===== config.mk =====
export PLATFORM = sky130hd
export DESIGN_NAME = param_save_restore_ctrl
export DESIGN_NICKNAME = d
export VERILOG_FILES = /design/src/inc/psr_pkg.sv /design/src/inc/nv_req_if.sv /design/src/nv_sequencer.sv /design/src/param_save_restore_ctrl.sv
export VERILOG_INCLUDE_DIRS = /design/src /design/src/inc
export SDC_FILE = /design/constraint.sdc
export NUM_CORES = 2
export LEC_CHECK = 0
export ABC_AREA = 1
export BUFFER_PORTS_ARGS = -buffer_cell sky130_fd_sc_hd__buf_2
export CAP_MARGIN = 30
export CORE_MARGIN = 4
export CORE_UTILIZATION = 35
export DETAILED_ROUTE_END_ITERATION = 6
export GPL_TIMING_DRIVEN = 0
export SLEW_MARGIN = 0
export SYNTH_ARGS = -nofsm -noshare
export SYNTH_HDL_FRONTEND = slang
export SYNTH_SLANG_ARGS = --single-unit

===== constraint.sdc =====
create_clock -name SYS_CLK -period 4.56 [get_ports SYS_CLK]
set_clock_uncertainty 0.1 [all_clocks]
set_input_delay 1.14 -clock SYS_CLK [delete_from_list [all_inputs] [get_ports SYS_CLK]]
set_output_delay 1.14 -clock SYS_CLK [all_outputs]
set_load 0.02 [all_outputs]

===== src/inc/psr_cfg.svh =====
`ifndef PSR_CFG_SVH
`define PSR_CFG_SVH
// ---------------------------------------------------------------
// register offsets (byte addresses)
// ---------------------------------------------------------------
`define OFF_DICT_INDEX   12'h000
`define OFF_DICT_SUB     12'h004
`define OFF_DICT_WDATA   12'h008
`define OFF_DICT_CMD     12'h00C
`define OFF_DICT_RDATA   12'h010
`define OFF_STATUS       12'h014
`define OFF_INT_STATUS   12'h018
`define OFF_INT_ENABLE   12'h01C
`define OFF_INT_CLEAR    12'h020
`define OFF_LINK_CFG     12'h024
`define OFF_NV_DONE      12'h028
// ---------------------------------------------------------------
// dictionary objects and subindices
// ---------------------------------------------------------------
`define OBJ_SAVE         16'h1010
`define OBJ_DISCARD      16'h1011
`define OBJ_MARKER       16'h1020
`define OBJ_REBOOT       16'h2800
`define SUB_ALL          8'h01
`define SUB_COMM         8'h02
`define SUB_TUNING       8'h06
`define SUB_ETHERNET     8'h0C
`define SUB_MARK_DATE    8'h01
`define SUB_MARK_TIME    8'h02
`define SIG_SAVE         32'h6576_6173
`define SIG_DISCARD      32'h6461_6F6C
`define SIG_REBOOT       32'h746F_6F62
`define VAL_DONE         32'h0000_0001
`define VAL_BUSY         32'h0000_0000
`define TCP_PORT         16'h01F6
`define MAX_CONN         2'h1
// ---------------------------------------------------------------
// category mask bits
// ---------------------------------------------------------------
`define CAT_COMM         0
`define CAT_APP          1
`define CAT_CUST         2
`define CAT_DRIVE        3
`define CAT_TUNE         4
`define CAT_ETH          5
`define CAT_SAVE_ALL     6'h1F
`define CAT_DISC_ALL     6'h0F
// ---------------------------------------------------------------
// interrupt bits
// ---------------------------------------------------------------
`define IRQ_SAVE_DONE    0
`define IRQ_DISC_DONE    1
`define IRQ_MARK_CLR     2
`define IRQ_REBOOT       3
`endif


===== src/inc/psr_pkg.sv =====
package psr_pkg;
  typedef enum {ST_IDLE, ST_SAVE, ST_DISCARD} op_e;
  typedef logic [5:0] cat_t;
endpackage


===== src/inc/nv_req_if.sv =====
`timescale 1ns/1ps
interface nv_req_if;
  logic start;
  logic discard;
  psr_pkg::cat_t cats;
  logic busy;
  logic done;
  logic done_pin;
  modport ctrl (output start, output discard, output cats, input busy, input done);
  modport seq (input start, input discard, input cats, output busy, output done,
               input done_pin);
endinterface


===== src/nv_sequencer.sv =====
`timescale 1ns/1ps
module nv_sequencer (
  input wire logic clk,
  input wire logic rst,
  nv_req_if.seq req,
  output logic nv_start,
  output logic nv_discard,
  output logic [5:0] nv_cats
);
  typedef struct packed {
    psr_pkg::op_e op;
    logic start;
    logic discard;
    psr_pkg::cat_t cats;
    logic done;
    logic [1:0] sync;
  } seq_s;
  seq_s s_reg;
  seq_s s_next;
  always_comb begin
    s_next = s_reg;
    s_next.start = 1'b0;
    s_next.done = 1'b0;
    s_next.sync = {s_reg.sync[0], req.done_pin};
    unique case (s_reg.op)
      psr_pkg::ST_IDLE: begin
        if (req.start) begin
          s_next.op = req.discard ? psr_pkg::ST_DISCARD : psr_pkg::ST_SAVE;
          s_next.start = 1'b1;
          s_next.discard = req.discard;
          s_next.cats = req.cats;
        end
      end
      psr_pkg::ST_SAVE, psr_pkg::ST_DISCARD: begin
        if (s_reg.sync[1]) begin
          s_next.op = psr_pkg::ST_IDLE;
          s_next.done = 1'b1;
        end
      end
    endcase
  end
  always_ff @(posedge clk) begin
    if (rst) begin
      s_reg <= '{op: psr_pkg::ST_IDLE, cats: '0, sync: '0, default: 1'b0};
    end else begin
      s_reg <= s_next;
    end
  end
  assign req.busy = (s_reg.op != psr_pkg::ST_IDLE);
  assign req.done = s_reg.done;
  assign nv_start = s_reg.start;
  assign nv_discard = s_reg.discard;
  assign nv_cats = s_reg.cats;
endmodule // nv_sequencer


===== src/param_save_restore_ctrl.sv =====
// The address map and the APB interface to the registers are this design's own decisions.
`timescale 1ns/1ps
`include "psr_cfg.svh"
module param_save_restore_ctrl (
  input wire logic SYS_CLK,
  input wire logic RESET,
  input wire logic PSEL,
  input wire logic PENABLE,
  input wire logic PWRITE,
  input wire logic [11:0] PADDR,
  input wire logic [31:0] PWDATA,
  output logic [31:0] PRDATA,
  output logic PREADY,
  output logic PSLVERR,
  input wire logic NV_DONE_PIN,
  output logic NV_START,
  output logic NV_DISCARD,
  output logic [5:0] NV_CATS,
  output logic PENDING_DISCARD,
  output logic REBOOT,
  output logic IRQ
);
  // ---------------------------------------------------------------
  // state
  // ---------------------------------------------------------------
  typedef struct packed {
    logic [15:0] index;
    logic [7:0] sub;
    logic [31:0] wdata;
    logic [31:0] rdata;
    logic [6:0][31:0] save_val;
    logic [6:0][31:0] disc_val;
    logic [31:0] mark_date;
    logic [31:0] mark_time;
    logic [2:0] save_slot;
    logic [5:0] pend_disc;
    logic [15:0] port;
    logic [1:0] conns;
    logic [3:0] int_status;
    logic [3:0] int_enable;
    logic [31:0] prdata;
    logic pready;
    logic pslverr;
    logic reboot;
    logic irq;
    logic pend_out;
    logic wr_err;
  } ctrl_s;
  ctrl_s c_reg;
  ctrl_s c_next;
  nv_req_if req ();
  logic seq_start;
  logic seq_discard;
  psr_pkg::cat_t seq_cats;
  logic [5:0] nv_cats_w;
  logic nv_start_w;
  logic nv_discard_w;
  assign req.start = seq_start;
  assign req.discard = seq_discard;
  assign req.cats = seq_cats;
  assign req.done_pin = NV_DONE_PIN;
  nv_sequencer u_seq (
    .clk(SYS_CLK),
    .rst(RESET),
    .req(req),
    .nv_start(nv_start_w),
    .nv_discard(nv_discard_w),
    .nv_cats(nv_cats_w)
  );
  // ---------------------------------------------------------------
  // helpers
  // ---------------------------------------------------------------
  // maps a subindex to a slot 0..6, slot 7 means no such subindex
  function automatic logic [2:0] sub_slot(input logic [7:0] sub);
    if (sub >= `SUB_ALL && sub <= `SUB_TUNING) begin
      sub_slot = 3'(sub - `SUB_ALL);
    end else if (sub == `SUB_ETHERNET) begin
      sub_slot = 3'd6;
    end else begin
      sub_slot = 3'd7;
    end
  endfunction
  function automatic psr_pkg::cat_t slot_cats(input logic [2:0] slot, input logic disc);
    psr_pkg::cat_t m;
    m = '0;
    if (slot == 3'd0) begin
      m = disc ? `CAT_DISC_ALL : `CAT_SAVE_ALL;
    end else if (slot == 3'd6) begin
      m[`CAT_ETH] = 1'b1;
    end else if (slot != 3'd7) begin
      m[3'(slot - 3'd1)] = 1'b1;
    end
    slot_cats = m;
  endfunction
  // savable objects: the command objects, the reboot object, and the
  // generic dictionary range the marker watches
  function automatic logic is_savable(input logic [15:0] idx);
    is_savable = (idx >= 16'h2000) || (idx == `OBJ_SAVE) || (idx == `OBJ_DISCARD);
  endfunction
  // ---------------------------------------------------------------
  // apb slave and command decode
  // ---------------------------------------------------------------
  logic access;
  logic wr;
  logic rd;
  logic [2:0] slot;
  logic [3:0] events;
  always_comb begin
    c_next = c_reg;
    access = PSEL && PENABLE && !c_reg.pready;
    wr = access && PWRITE;
    rd = access && !PWRITE;
    slot = sub_slot(c_reg.sub);
    events = '0;
    seq_start = 1'b0;
    seq_discard = 1'b0;
    seq_cats = '0;
    c_next.pready = access;
    c_next.pslverr = 1'b0;
    c_next.reboot = 1'b0;
    // completion of the running nv operation
    if (req.done) begin
      if (c_reg.save_slot != 3'd7) begin
        c_next.save_val[c_reg.save_slot] = `VAL_DONE;
        events[`IRQ_SAVE_DONE] = 1'b1;
        c_next.save_slot = 3'd7;
      end else begin
        events[`IRQ_DISC_DONE] = 1'b1;
      end
    end
    if (wr) begin
      unique case (PADDR)
        `OFF_DICT_INDEX: c_next.index = PWDATA[15:0];
        `OFF_DICT_SUB: c_next.sub = PWDATA[7:0];
        `OFF_DICT_WDATA: c_next.wdata = PWDATA;
        `OFF_DICT_CMD: begin
          if (PWDATA[0]) begin
            // error bit tells about the latest dictionary write only
            c_next.wr_err = 1'b0;
            // dictionary write of wdata at index:sub
            if (is_savable(c_reg.index) && c_reg.index != `OBJ_MARKER &&
                !(c_reg.index == `OBJ_SAVE && c_reg.sub == `SUB_ALL)) begin
              c_next.mark_date = '0;
              c_next.mark_time = '0;
              events[`IRQ_MARK_CLR] = 1'b1;
            end
            if (c_reg.index == `OBJ_SAVE && slot != 3'd7) begin
              if (req.busy) begin
                c_next.wr_err = 1'b1;
              end else if (c_reg.wdata == `SIG_SAVE) begin
                c_next.save_val[slot] = `VAL_BUSY;
                c_next.save_slot = slot;
                seq_start = 1'b1;
                seq_cats = slot_cats(slot, 1'b0);
              end else begin
                c_next.save_val[slot] = c_reg.wdata;
              end
            end else if (c_reg.index == `OBJ_DISCARD && slot != 3'd7) begin
              if (req.busy) begin
                c_next.wr_err = 1'b1;
              end else if (c_reg.wdata == `SIG_DISCARD) begin
                seq_start = 1'b1;
                seq_discard = 1'b1;
                seq_cats = slot_cats(slot, 1'b1);
                // working values stay; only the restart takes effect
                c_next.pend_disc = c_reg.pend_disc | slot_cats(slot, 1'b1);
              end
              c_next.disc_val[slot] = c_reg.wdata;
            end else if (c_reg.index == `OBJ_MARKER && c_reg.sub == `SUB_MARK_DATE) begin
              c_next.mark_date = c_reg.wdata;
            end else if (c_reg.index == `OBJ_MARKER && c_reg.sub == `SUB_MARK_TIME) begin
              c_next.mark_time = c_reg.wdata;
            end else if (c_reg.index == `OBJ_REBOOT && c_reg.sub == `SUB_ALL &&
                         c_reg.wdata == `SIG_REBOOT) begin
              c_next.reboot = 1'b1;
              c_next.pend_disc = '0;
              events[`IRQ_REBOOT] = 1'b1;
            end else begin
              c_next.wr_err = 1'b1;
            end
          end
        end
        `OFF_INT_ENABLE: c_next.int_enable = PWDATA[3:0];
        `OFF_INT_CLEAR: c_next.int_status = c_reg.int_status & ~PWDATA[3:0];
        `OFF_LINK_CFG: begin
          if (PWDATA[15:0] == `TCP_PORT && PWDATA[17:16] <= `MAX_CONN) begin
            c_next.port = PWDATA[15:0];
            c_next.conns = PWDATA[17:16];
          end else begin
            c_next.pslverr = 1'b1;
          end
        end
        default: c_next.pslverr = 1'b1;
      endcase
    end
    // set wins over a clear in the same cycle
    c_next.int_status = c_next.int_status | events;
    // dictionary read lookup
    if (c_reg.index == `OBJ_SAVE && slot != 3'd7) begin
      c_next.rdata = c_next.save_val[slot];
    end else if (c_reg.index == `OBJ_DISCARD && slot != 3'd7) begin
      c_next.rdata = c_next.disc_val[slot];
    end else if (c_reg.index == `OBJ_MARKER && c_reg.sub == `SUB_MARK_DATE) begin
      c_next.rdata = c_next.mark_date;
    end else if (c_reg.index == `OBJ_MARKER && c_reg.sub == `SUB_MARK_TIME) begin
      c_next.rdata = c_next.mark_time;
    end else begin
      c_next.rdata = '0;
    end
    if (rd) begin
      unique case (PADDR)
        `OFF_DICT_INDEX: c_next.prdata = {16'h0000, c_reg.index};
        `OFF_DICT_SUB: c_next.prdata = {24'h00_0000, c_reg.sub};
        `OFF_DICT_WDATA: c_next.prdata = c_reg.wdata;
        `OFF_DICT_CMD: c_next.prdata = {30'h0000_0000, c_reg.wr_err, req.busy};
        `OFF_DICT_RDATA: c_next.prdata = c_reg.rdata;
        `OFF_STATUS: c_next.prdata = {24'h00_0000, c_reg.pend_disc, 1'b0, req.busy};
        `OFF_INT_STATUS: c_next.prdata = {28'h000_0000, c_reg.int_status};
        `OFF_INT_ENABLE: c_next.prdata = {28'h000_0000, c_reg.int_enable};
        `OFF_INT_CLEAR: c_next.prdata = '0;
        `OFF_LINK_CFG: c_next.prdata = {14'h0000, c_reg.conns, c_reg.port};
        default: begin
          c_next.prdata = '0;
          c_next.pslverr = 1'b1;
        end
      endcase
    end
    c_next.irq = |(c_next.int_status & c_next.int_enable);
    c_next.pend_out = |c_next.pend_disc;
  end
  // ---------------------------------------------------------------
  // registers
  // ---------------------------------------------------------------
  always_ff @(posedge SYS_CLK) begin
    if (RESET) begin
      c_reg <= '0;
      c_reg.save_slot <= 3'd7;
      c_reg.port <= `TCP_PORT;
      c_reg.conns <= `MAX_CONN;
    end else begin
      c_reg <= c_next;
    end
  end
  // ---------------------------------------------------------------
  // outputs
  // ---------------------------------------------------------------
  // nv sequencer drives its pins from its own flops; the rest come from c_reg
  assign PRDATA = c_reg.prdata;
  assign PREADY = c_reg.pready;
  assign PSLVERR = c_reg.pslverr;
  assign NV_START = nv_start_w;
  assign NV_DISCARD = nv_discard_w;
  assign NV_CATS = nv_cats_w;
  assign PENDING_DISCARD = c_reg.pend_out;
  assign REBOOT = c_reg.reboot;
  assign IRQ = c_reg.irq;
endmodule // param_save_restore_ctrl


### Yosys cells after proc, flatten, opt, wreduce, memory -nomap -nowiden

Cells that the tools add are included.

| cells by class | value |
|---|---|
| $add $sub $neg | 2 |
| $mul | 0 |
| divide/modulo/power cells | 0 |
| order comparisons | 10 |
| equality and inequality tests | 28 |
| shift-type cells | 0 |
| mux-type cells | 114 |
| bitwise operators | 15 |
| reduce and logical (&&, ||, !) cells | 42 |

Operators by type and width:

| operator | number |
|---|---|
| 224-bit 2-to-1 mux | 6 |
| 521-bit 2-to-1 mux | 2 |
| 547-bit 2-to-1 mux | 1 |
| 224-bit bitwise mux | 2 |
| 32-bit 2-to-1 mux | 12 |
| 288-bit 2-to-1 mux | 1 |
| 32-bit case mux with 9 select lines | 1 |
| 224-bit AND | 1 |
| 224-bit inverter | 1 |
| 217-bit AND | 1 |
| 217-bit inverter | 1 |
| 32-bit binary-select mux with 3-bit select | 2 |
| 32-bit demux with 3-bit select | 2 |
| 6-bit 2-to-1 mux | 26 |
| 64-bit 2-to-1 mux | 2 |
| 32-bit by 31-bit == test with 1-bit output, second input constant | 3 |
| 32-bit case mux with 2 select lines | 1 |
| 12-bit by 5-bit == test with 1-bit output, second input constant | 4 |
| 16-bit by 13-bit == test with 1-bit output, second input constant | 3 |
| 40-bit 2-to-1 mux | 1 |
| 1-bit 2-to-1 mux | 36 |
| 18-bit 2-to-1 mux | 2 |
| 32-bit by 1-bit == test with 1-bit output, second input constant | 1 |
| 32-bit by 2-bit == test with 1-bit output, second input constant | 1 |
| other kinds (45) | 98 |

| word-level totals | value |
|---|---|
| bits in registers | 716 |
| bits in latches | 0 |
| bits in writable memories | 0 |
| bits in read-only memories | 0 |
| input port bits | 50 |
| output and inout port bits | 45 |
| logic and storage cells | 250 |
| memories | 0 |

### Logic depth before layout (Yosys ltp)

| depth | value |
|---|---|
| depth in word-level cells | 30 |
| mapped depth | 23 |
| gate-level depth less buffers | 22 |

### Modules after synthesis

From an unflattened synthesis, not the netlist that was laid out.

| second synthesis, totals | value |
|---|---|
| cells, all modules | 5256 |
| area, all modules | 33502.1 um2 |

By module, submodules not included:

| module | instances | cells each | area each (um2) | sequential area each (um2) |
|---|---|---|---|---|
| param_save_restore_ctrl | 1 | 5186 | 32984.1 | 13472.9 |
| nv_sequencer | 1 | 70 | 518.0 | 260.2 |

### Least setup slack after synthesis

Ideal clock, no wire load.

| timing | value |
|---|---|
| path type | input to register |
| start point | in PADDR[1] |
| end point | reg c_reg[609] (netlist bit) |
| data arrival time | 3.181 ns |
| data required time | 4.328 ns |
| setup slack | 1.147 ns |
| stages | 15 |
| buffers on the path | 2 |
| path through | or2_1 -> nor3_4 -> nand2_1 -> nor2_2 -> buf_2 -> nand2_1 -> nor2_2 -> nand2_2 -> buf_2 -> o21ai_0 -> o21ai_0 -> nor2_1 -> nand2_1 -> nand2_1 -> a21oi_1 |

| between the ends | value |
|---|---|
| word-level cells in the longest chain between the ends | 7 |
| elaborated cells on any way between the ends | 11 |
| classes of those cells | eq/ne (1); mux (10) |

RTL lines:

| item | RTL line | text |
|---|---|---|
| start: declaration | param_save_restore_ctrl.sv:10 | `input wire logic [11:0] PADDR,` |
| 12-bit by 4-bit == test with 1-bit output (*) | param_save_restore_ctrl.sv:132 | `unique case (PADDR)` |
| 521-bit 2-to-1 mux (*) | param_save_restore_ctrl.sv:132 |  |
| 547-bit 2-to-1 mux (*) | param_save_restore_ctrl.sv:131 | `if (wr) begin` |
| 32-bit binary-select mux with 3-bit select / 32-bit 2-to-1 mux (equally long branches) | param_save_restore_ctrl.sv:202, param_save_restore_ctrl.sv:205 |  |
| 32-bit 2-to-1 mux, on equally long branches | param_save_restore_ctrl.sv:202, param_save_restore_ctrl.sv:203 |  |
| 32-bit 2-to-1 mux | param_save_restore_ctrl.sv:201 | `` end else if (c_reg.index == `OBJ_DISCARD && slot != 3'd7) begin `` |
| 32-bit 2-to-1 mux (*) | param_save_restore_ctrl.sv:199 | `` if (c_reg.index == `OBJ_SAVE && slot != 3'd7) begin `` |
| end signal: assignment | param_save_restore_ctrl.sv:241 | `c_reg <= c_next;` |
| end: declaration | param_save_restore_ctrl.sv:49 | `ctrl_s c_reg;` |

Every way passes the cells marked *; elsewhere a longest branch is shown, timed or not. The select of a mux whose other input is x is not followed.
A chain may end at the register's enable or synchronous reset.

### Worst setup path in the final report

| timing | value |
|---|---|
| start point | reg c_reg[649] (netlist bit) |
| end point | reg c_reg[604] (netlist bit) |

| between the ends | value |
|---|---|
| word-level cells in the longest chain between the ends | 18 |
| elaborated cells on any way between the ends | 47 |
| classes of those cells | add/sub (1); order compare (4); eq/ne (4); mux (27); bitwise (2); reduce/logical (9) |

RTL lines:

| item | RTL line | text |
|---|---|---|
| 8-bit by 1-bit >= comparator with 1-bit output (no line) (tied with other cells) | -- |  |
| 1-bit logical AND (no line) / 1-bit 2-to-1 mux (equally long branches) | -- |  |
| 3-bit 2-to-1 mux | param_save_restore_ctrl.sv:75 | `` if (sub >= `SUB_ALL && sub <= `SUB_TUNING) begin `` |
| 3-bit by 4-bit less-than comparator with 1-bit output (not written as such) / 3-bit by 1-bit >= comparator with 1-bit output (equally long branches) | param_save_restore_ctrl.sv:156, param_save_restore_ctrl.sv:168 |  |
| 1-bit logical AND (not written as such) | param_save_restore_ctrl.sv:156, param_save_restore_ctrl.sv:168 |  |
| 32-bit 2-to-1 mux (not written as such) | param_save_restore_ctrl.sv:156, param_save_restore_ctrl.sv:168 |  |
| 32-bit demux with 3-bit select | param_save_restore_ctrl.sv:156, param_save_restore_ctrl.sv:168 |  |
| 224-bit inverter (no line) | -- |  |
| (+2 left out) | -- |  |
| 224-bit 2-to-1 mux | param_save_restore_ctrl.sv:148 | `if (req.busy) begin` |
| 224-bit 2-to-1 mux | param_save_restore_ctrl.sv:147 | `` if (c_reg.index == `OBJ_SAVE && slot != 3'd7) begin `` |
| 521-bit 2-to-1 mux | param_save_restore_ctrl.sv:137 | `if (PWDATA[0]) begin` |
| 521-bit 2-to-1 mux | param_save_restore_ctrl.sv:132 |  |
| 547-bit 2-to-1 mux | param_save_restore_ctrl.sv:131 |  |
| 32-bit binary-select mux with 3-bit select | param_save_restore_ctrl.sv:200 | `c_next.rdata = c_next.save_val[slot];` |
| 32-bit 2-to-1 mux (not written as such) | param_save_restore_ctrl.sv:200 |  |
| 32-bit 2-to-1 mux (*) | param_save_restore_ctrl.sv:199 |  |

Marks and branches as above.

==> results by stage <==
Floorplan:
- The initial utilization of the core area, before any placement, comes to 0.352.
- The horizontal die dimension is between 300 and 400 um.
- The die is 317 um tall.
- The number of standard-cell rows in the floorplan is ~110.
- The I/O pin count is 95.
- The standard cell core area is 94900 um2.
- The floorplan step defined a die boundary enclosing around 100000 um2.

Yosys:
- Summing every instance area after synthesis gives around 33000 um2.
- The cell count after synthesis is approximately 5200.
- Each instance of the synthesized netlist takes up on average roughly 6.5 um2.
- The count of synthesis-stage warnings from yosys is 0.
- The number of nets handed over by synthesis was 5221.
- Synthesis inferred 686 register bits.
- The number of distinct library cells after synthesis is between 50 and 60.
- The post-synthesis sequential area ratio is 0.411.

GRT:
- The maximum number of pins on one net before global-route repair is 14.
- The met3 demand-to-capacity share in global routing is 0.113.
- The via count of the first global-routing pass is about 34000.
- In the global route stage, overall resource usage came out at 0.380.
- met2 is the most crowded layer.
- Global routing finished with a remaining overflow of 0.
- The initial antenna violation count is 18.
- In the global route stage, met2 resource usage came out at 0.534.
- The global-route wire length before repair is between 200000 and 300000 um.
- The global routing met1 resource utilization is 0.493.

Critical path:
- For this run, the slowest stage of the critical path takes approximately 0.84 ns.
- Together, buffers and inverters on the worst path number 5.
- STA classifies the critical path startpoint as a flip-flop.
- The endpoint required time on the critical path is about 5 ns.
- Of all nets on the critical path, the largest fanout is 10.
- The critical path is of the flip-flop to flip-flop type.
- Traced cell by cell, the critical path runs through inv_1 > ha_1 > nor2_1 > nor2_4 > nand3_4 > inv_2 > nand2_1 > clkbuf_2 > inv_2 > buf_1 > nand2_1 > nand4_1 > nand3_1 > nand2_1 > nor2_1 > nor2_1.
- The cell at the slowest stage of the critical path is sky130_fd_sc_hd__buf_1.
- The nature of the critical path endpoint is a flip-flop.
- The data arrival time of the critical path is approximately 5.2 ns.
- Grouping stages by cell kind, the critical path spends the most delay in simple AND/OR/NAND/NOR gates.

Final layout:
- In the final design database the tool counted 5456 nets.
- Compared with the post-synthesis result, the final layout area differs by 18.1%.
- The fill cell instance count of the final layout is 10400.
- The layout cell share with drive strength beyond 1 is 0.101.
- The final core area utilization is 0.416.
- The number of flip-flops in the largest register is 636.

Min path:
- The tightest min-delay check is of the flip-flop to flip-flop type.

Power:
- In this run the power density over the cells is 339 nW/um2.
- Of the total power, the share spent switching nets is 0.240.
- The worst supply voltage drop on vdd is roughly 0.3 mV.
- The clock group share of total power is 0.530.
- The portion of total power attributed to combinational logic is 0.022.
- The sequential share of power is 0.448.
- The analysis attributes to cell leakage a power of around 15 nW.
- The net switching component of the power is about 3.2 mW.
- The internal power contribution is 10.2 mW.

Timing:
- The worst slew margin relative to its limit is 0.223.
- The number of hold violations in the final report is 0.
- Final hold analysis gives a worst-case slack of approximately 0.30 ns.
- Timing would allow up to 214 MHz.
- At the pin with the least slew margin, the transition time is around 1.2 ns.
- Dividing the final minimum period by the clock period gives 1.03.
- The max-slew violation count was 0.
- Setup violations remaining at the end of the flow were counted as 10.
- In the final timing run, aggregate negative setup slack is -0.513 ns.
- The final worst-path setup slack is -0.121 ns.
- The clock period minus final worst setup slack is between 4 and 5 ns.

Detailed routing:
- In this run the remaining antenna-violating nets after routing total 0.
- Before antenna repair, the detailed router went through 7 iterations.
- After the first detailed-routing iteration, the DRC count stood at ~5900.
- The vias after detailed routing is about 38000.
- For this block, the routed nets add up to 197000 um of wire.
- The final routed wire length divided by cell count is between 20 and 30 um.
- In the routed design, unresolved DRC markers number 3.
- The per-cell via count in the routed design is about 5.6.

Job:
- The tool flagged a number of max-cap violations equal to 0.

CTS:
- The clock network latency to the later pin of the worst-skew pair is 0.68 ns.
- In this run the deepest clock path goes through 3 buffers.
- The number of buffers added by the clock tree synthesis step is 81.
- The number of sinks driven by the clock tree is approximately 690.
- The CTS H-tree depth is 3.
- The TritonCTS clock tree is done.
- Clock tree synthesis selected as its root buffer the cell sky130_fd_sc_hd__clkbuf_16.
- Clock-pin slew was measured on the worst setup and hold paths at around 0.06 ns.

Place:
- Routability-driven placement finished with a final weighted congestion of roughly 1.0.
- Summed over all nets, the half-perimeter wirelength after detailed placement is roughly 150000 um.
- The count of buffers added on input and output ports is 93.

Outcome:
- The checks that failed: DRC, setup timing.
- The run finished, with violations left.
[power by group through the flow]
stage	clock [mW]	sequential [mW]	combinational, mW
3_5_place_dp	0	6.13	0.279
6_report	7.10	6.00	0.295
2_1_floorplan	0	6.13	0.114
5_1_grt	7.32	5.99	0.299
3_3_place_gp	0	6.13	0.271
4_1_cts	7.10	6.00	0.280
[layout make-up]
class | count | area, um2 | area share
repair buffers | 153 | 1370 | 0.0347
multi-input cells | 3424 | 15600 | 0.396
flip-flops and latches | 686 | 13700 | 0.348
well taps | 1265 | 1580 | 0.0401
plain buffers | 346 | 1620 | 0.0411
inverters | 709 | 2680 | 0.0680
clock buffers | 105 | 2280 | 0.0577
diodes | 5 | 12.5 | 0.000317
clock inverters | 39 | 543 | 0.0138
[worst register-to-register path, cell delays in order (launching register included)]
cell,delay [ns]
sky130_fd_sc_hd__dfxtp_2,0.40
sky130_fd_sc_hd__inv_1,0.28
sky130_fd_sc_hd__ha_1,0.23
sky130_fd_sc_hd__nor2_1,0.07
sky130_fd_sc_hd__nor2_4,0.23
sky130_fd_sc_hd__nand3_4,0.25
sky130_fd_sc_hd__inv_2,0.12
sky130_fd_sc_hd__nand2_1,0.10
sky130_fd_sc_hd__clkbuf_2,0.38
sky130_fd_sc_hd__inv_2,0.27
sky130_fd_sc_hd__buf_1,0.84
sky130_fd_sc_hd__nand2_1,0.15
sky130_fd_sc_hd__nand4_1,0.30
sky130_fd_sc_hd__nand3_1,0.28
sky130_fd_sc_hd__nand2_1,0.41
sky130_fd_sc_hd__nor2_1,0.08
sky130_fd_sc_hd__nor2_1,0.11
[routing by layer]
metal  up-vias  part of all wire
met2      2596              0.40
met5         -           0.00026
li1      16800                 -
met3       620              0.13
met1     17900              0.39
met4         6             0.085
[worst paths after layout]
kind	end	cells past startpoint	slack, ns	startpoint
worst max register to register	c_reg[604]$_SDFF_PP0_	16	-0.12	c_reg[649]$_SDFFE_PP0P_
worst min-delay path	u_seq.s_reg[1]$_SDFF_PP0_	2	0.30	u_seq.s_next[1]$_SDFF_PP0_
worst min register to register	u_seq.s_reg[1]$_SDFF_PP0_	2	0.30	u_seq.s_next[1]$_SDFF_PP0_
worst max-delay path	c_reg[604]$_SDFF_PP0_	16	-0.12	c_reg[649]$_SDFFE_PP0P_
[per-stage QoR]
stage / power [mW] / cell area (um2) / std cells / setup slack, ns
after floorplan: 6.24 / 33400 / 5166 / 1.15
after CTS: 13.4 / 39300 / 6719 / 0.000972
after global placement: 6.40 / 35500 / 6524 / -1.03
final: 13.4 / 39500 / 6732 / -0.121
after global routing: 13.6 / 39500 / 6727 / -0.00288
after detailed placement: 6.41 / 36300 / 6571 / -1.00
[placed cells by master (no fill, tap or decap), drive strengths merged, types with 28 or more instances in the layout]
cell and n:
dfxtp 686, nand3 291, nand2 1188, o22ai 63, o211ai 55, o21ai 470, nor3 36, nor2 899
inv 706, a22oi 28, clkbuf 316, buf 287, a21oi 242, nand4 66
[logic make-up (layout without fill, tap and decap cells)]
group	count (synthesis)	in the layout	share of synthesized area
flops	686	686	0.411
compound gates	908	908	0.149
simple gates	2511	2511	0.312
other cells	0	5	0
fa+ha+maj	5	5	0.00187
buf+inv	1056	1352	0.127
[cell usage after synthesis, drive strengths merged]
cell	number	area share
nor2	899	0.11
nand2	1188	0.13
o21ai	470	0.070
a211oi	9	0.0020
o221ai	8	0.0021
or2	14	0.0026
a21oi	242	0.036
o21a	4	0.00090
o211ai	55	0.012
a221oi	3	0.00079
o2111ai	1	0.00026
clkbuf	209	0.024
o32ai	3	0.00079
dfxtp	686	0.41
clkinv	6	0.00067
a21boi	2	0.00045
o31ai	7	0.0016
o21bai	1	0.00022
a2bb2oi	1	0.00026
nand3b	4	0.00090
and3	1	0.00019
a311oi	2	0.00052
nand4	66	0.014
o2bb2ai	1	0.00026
o22ai	63	0.012
ha	5	0.0019
a31oi	4	0.00075
nor3	36	0.0067
buf	138	0.023
a32oi	4	0.0010
nand3	291	0.046
inv	703	0.079
a22oi	28	0.0063
nor4	12	0.0022
[repair_timing]
item	CTS	global route
buffers inserted	5	6
pin swaps	4	5
gates resized for setup	40	32
endpoints found under the setup margin	37	27
hold buffers	0	0
Note: power is estimated with default switching activity, not from simulation.
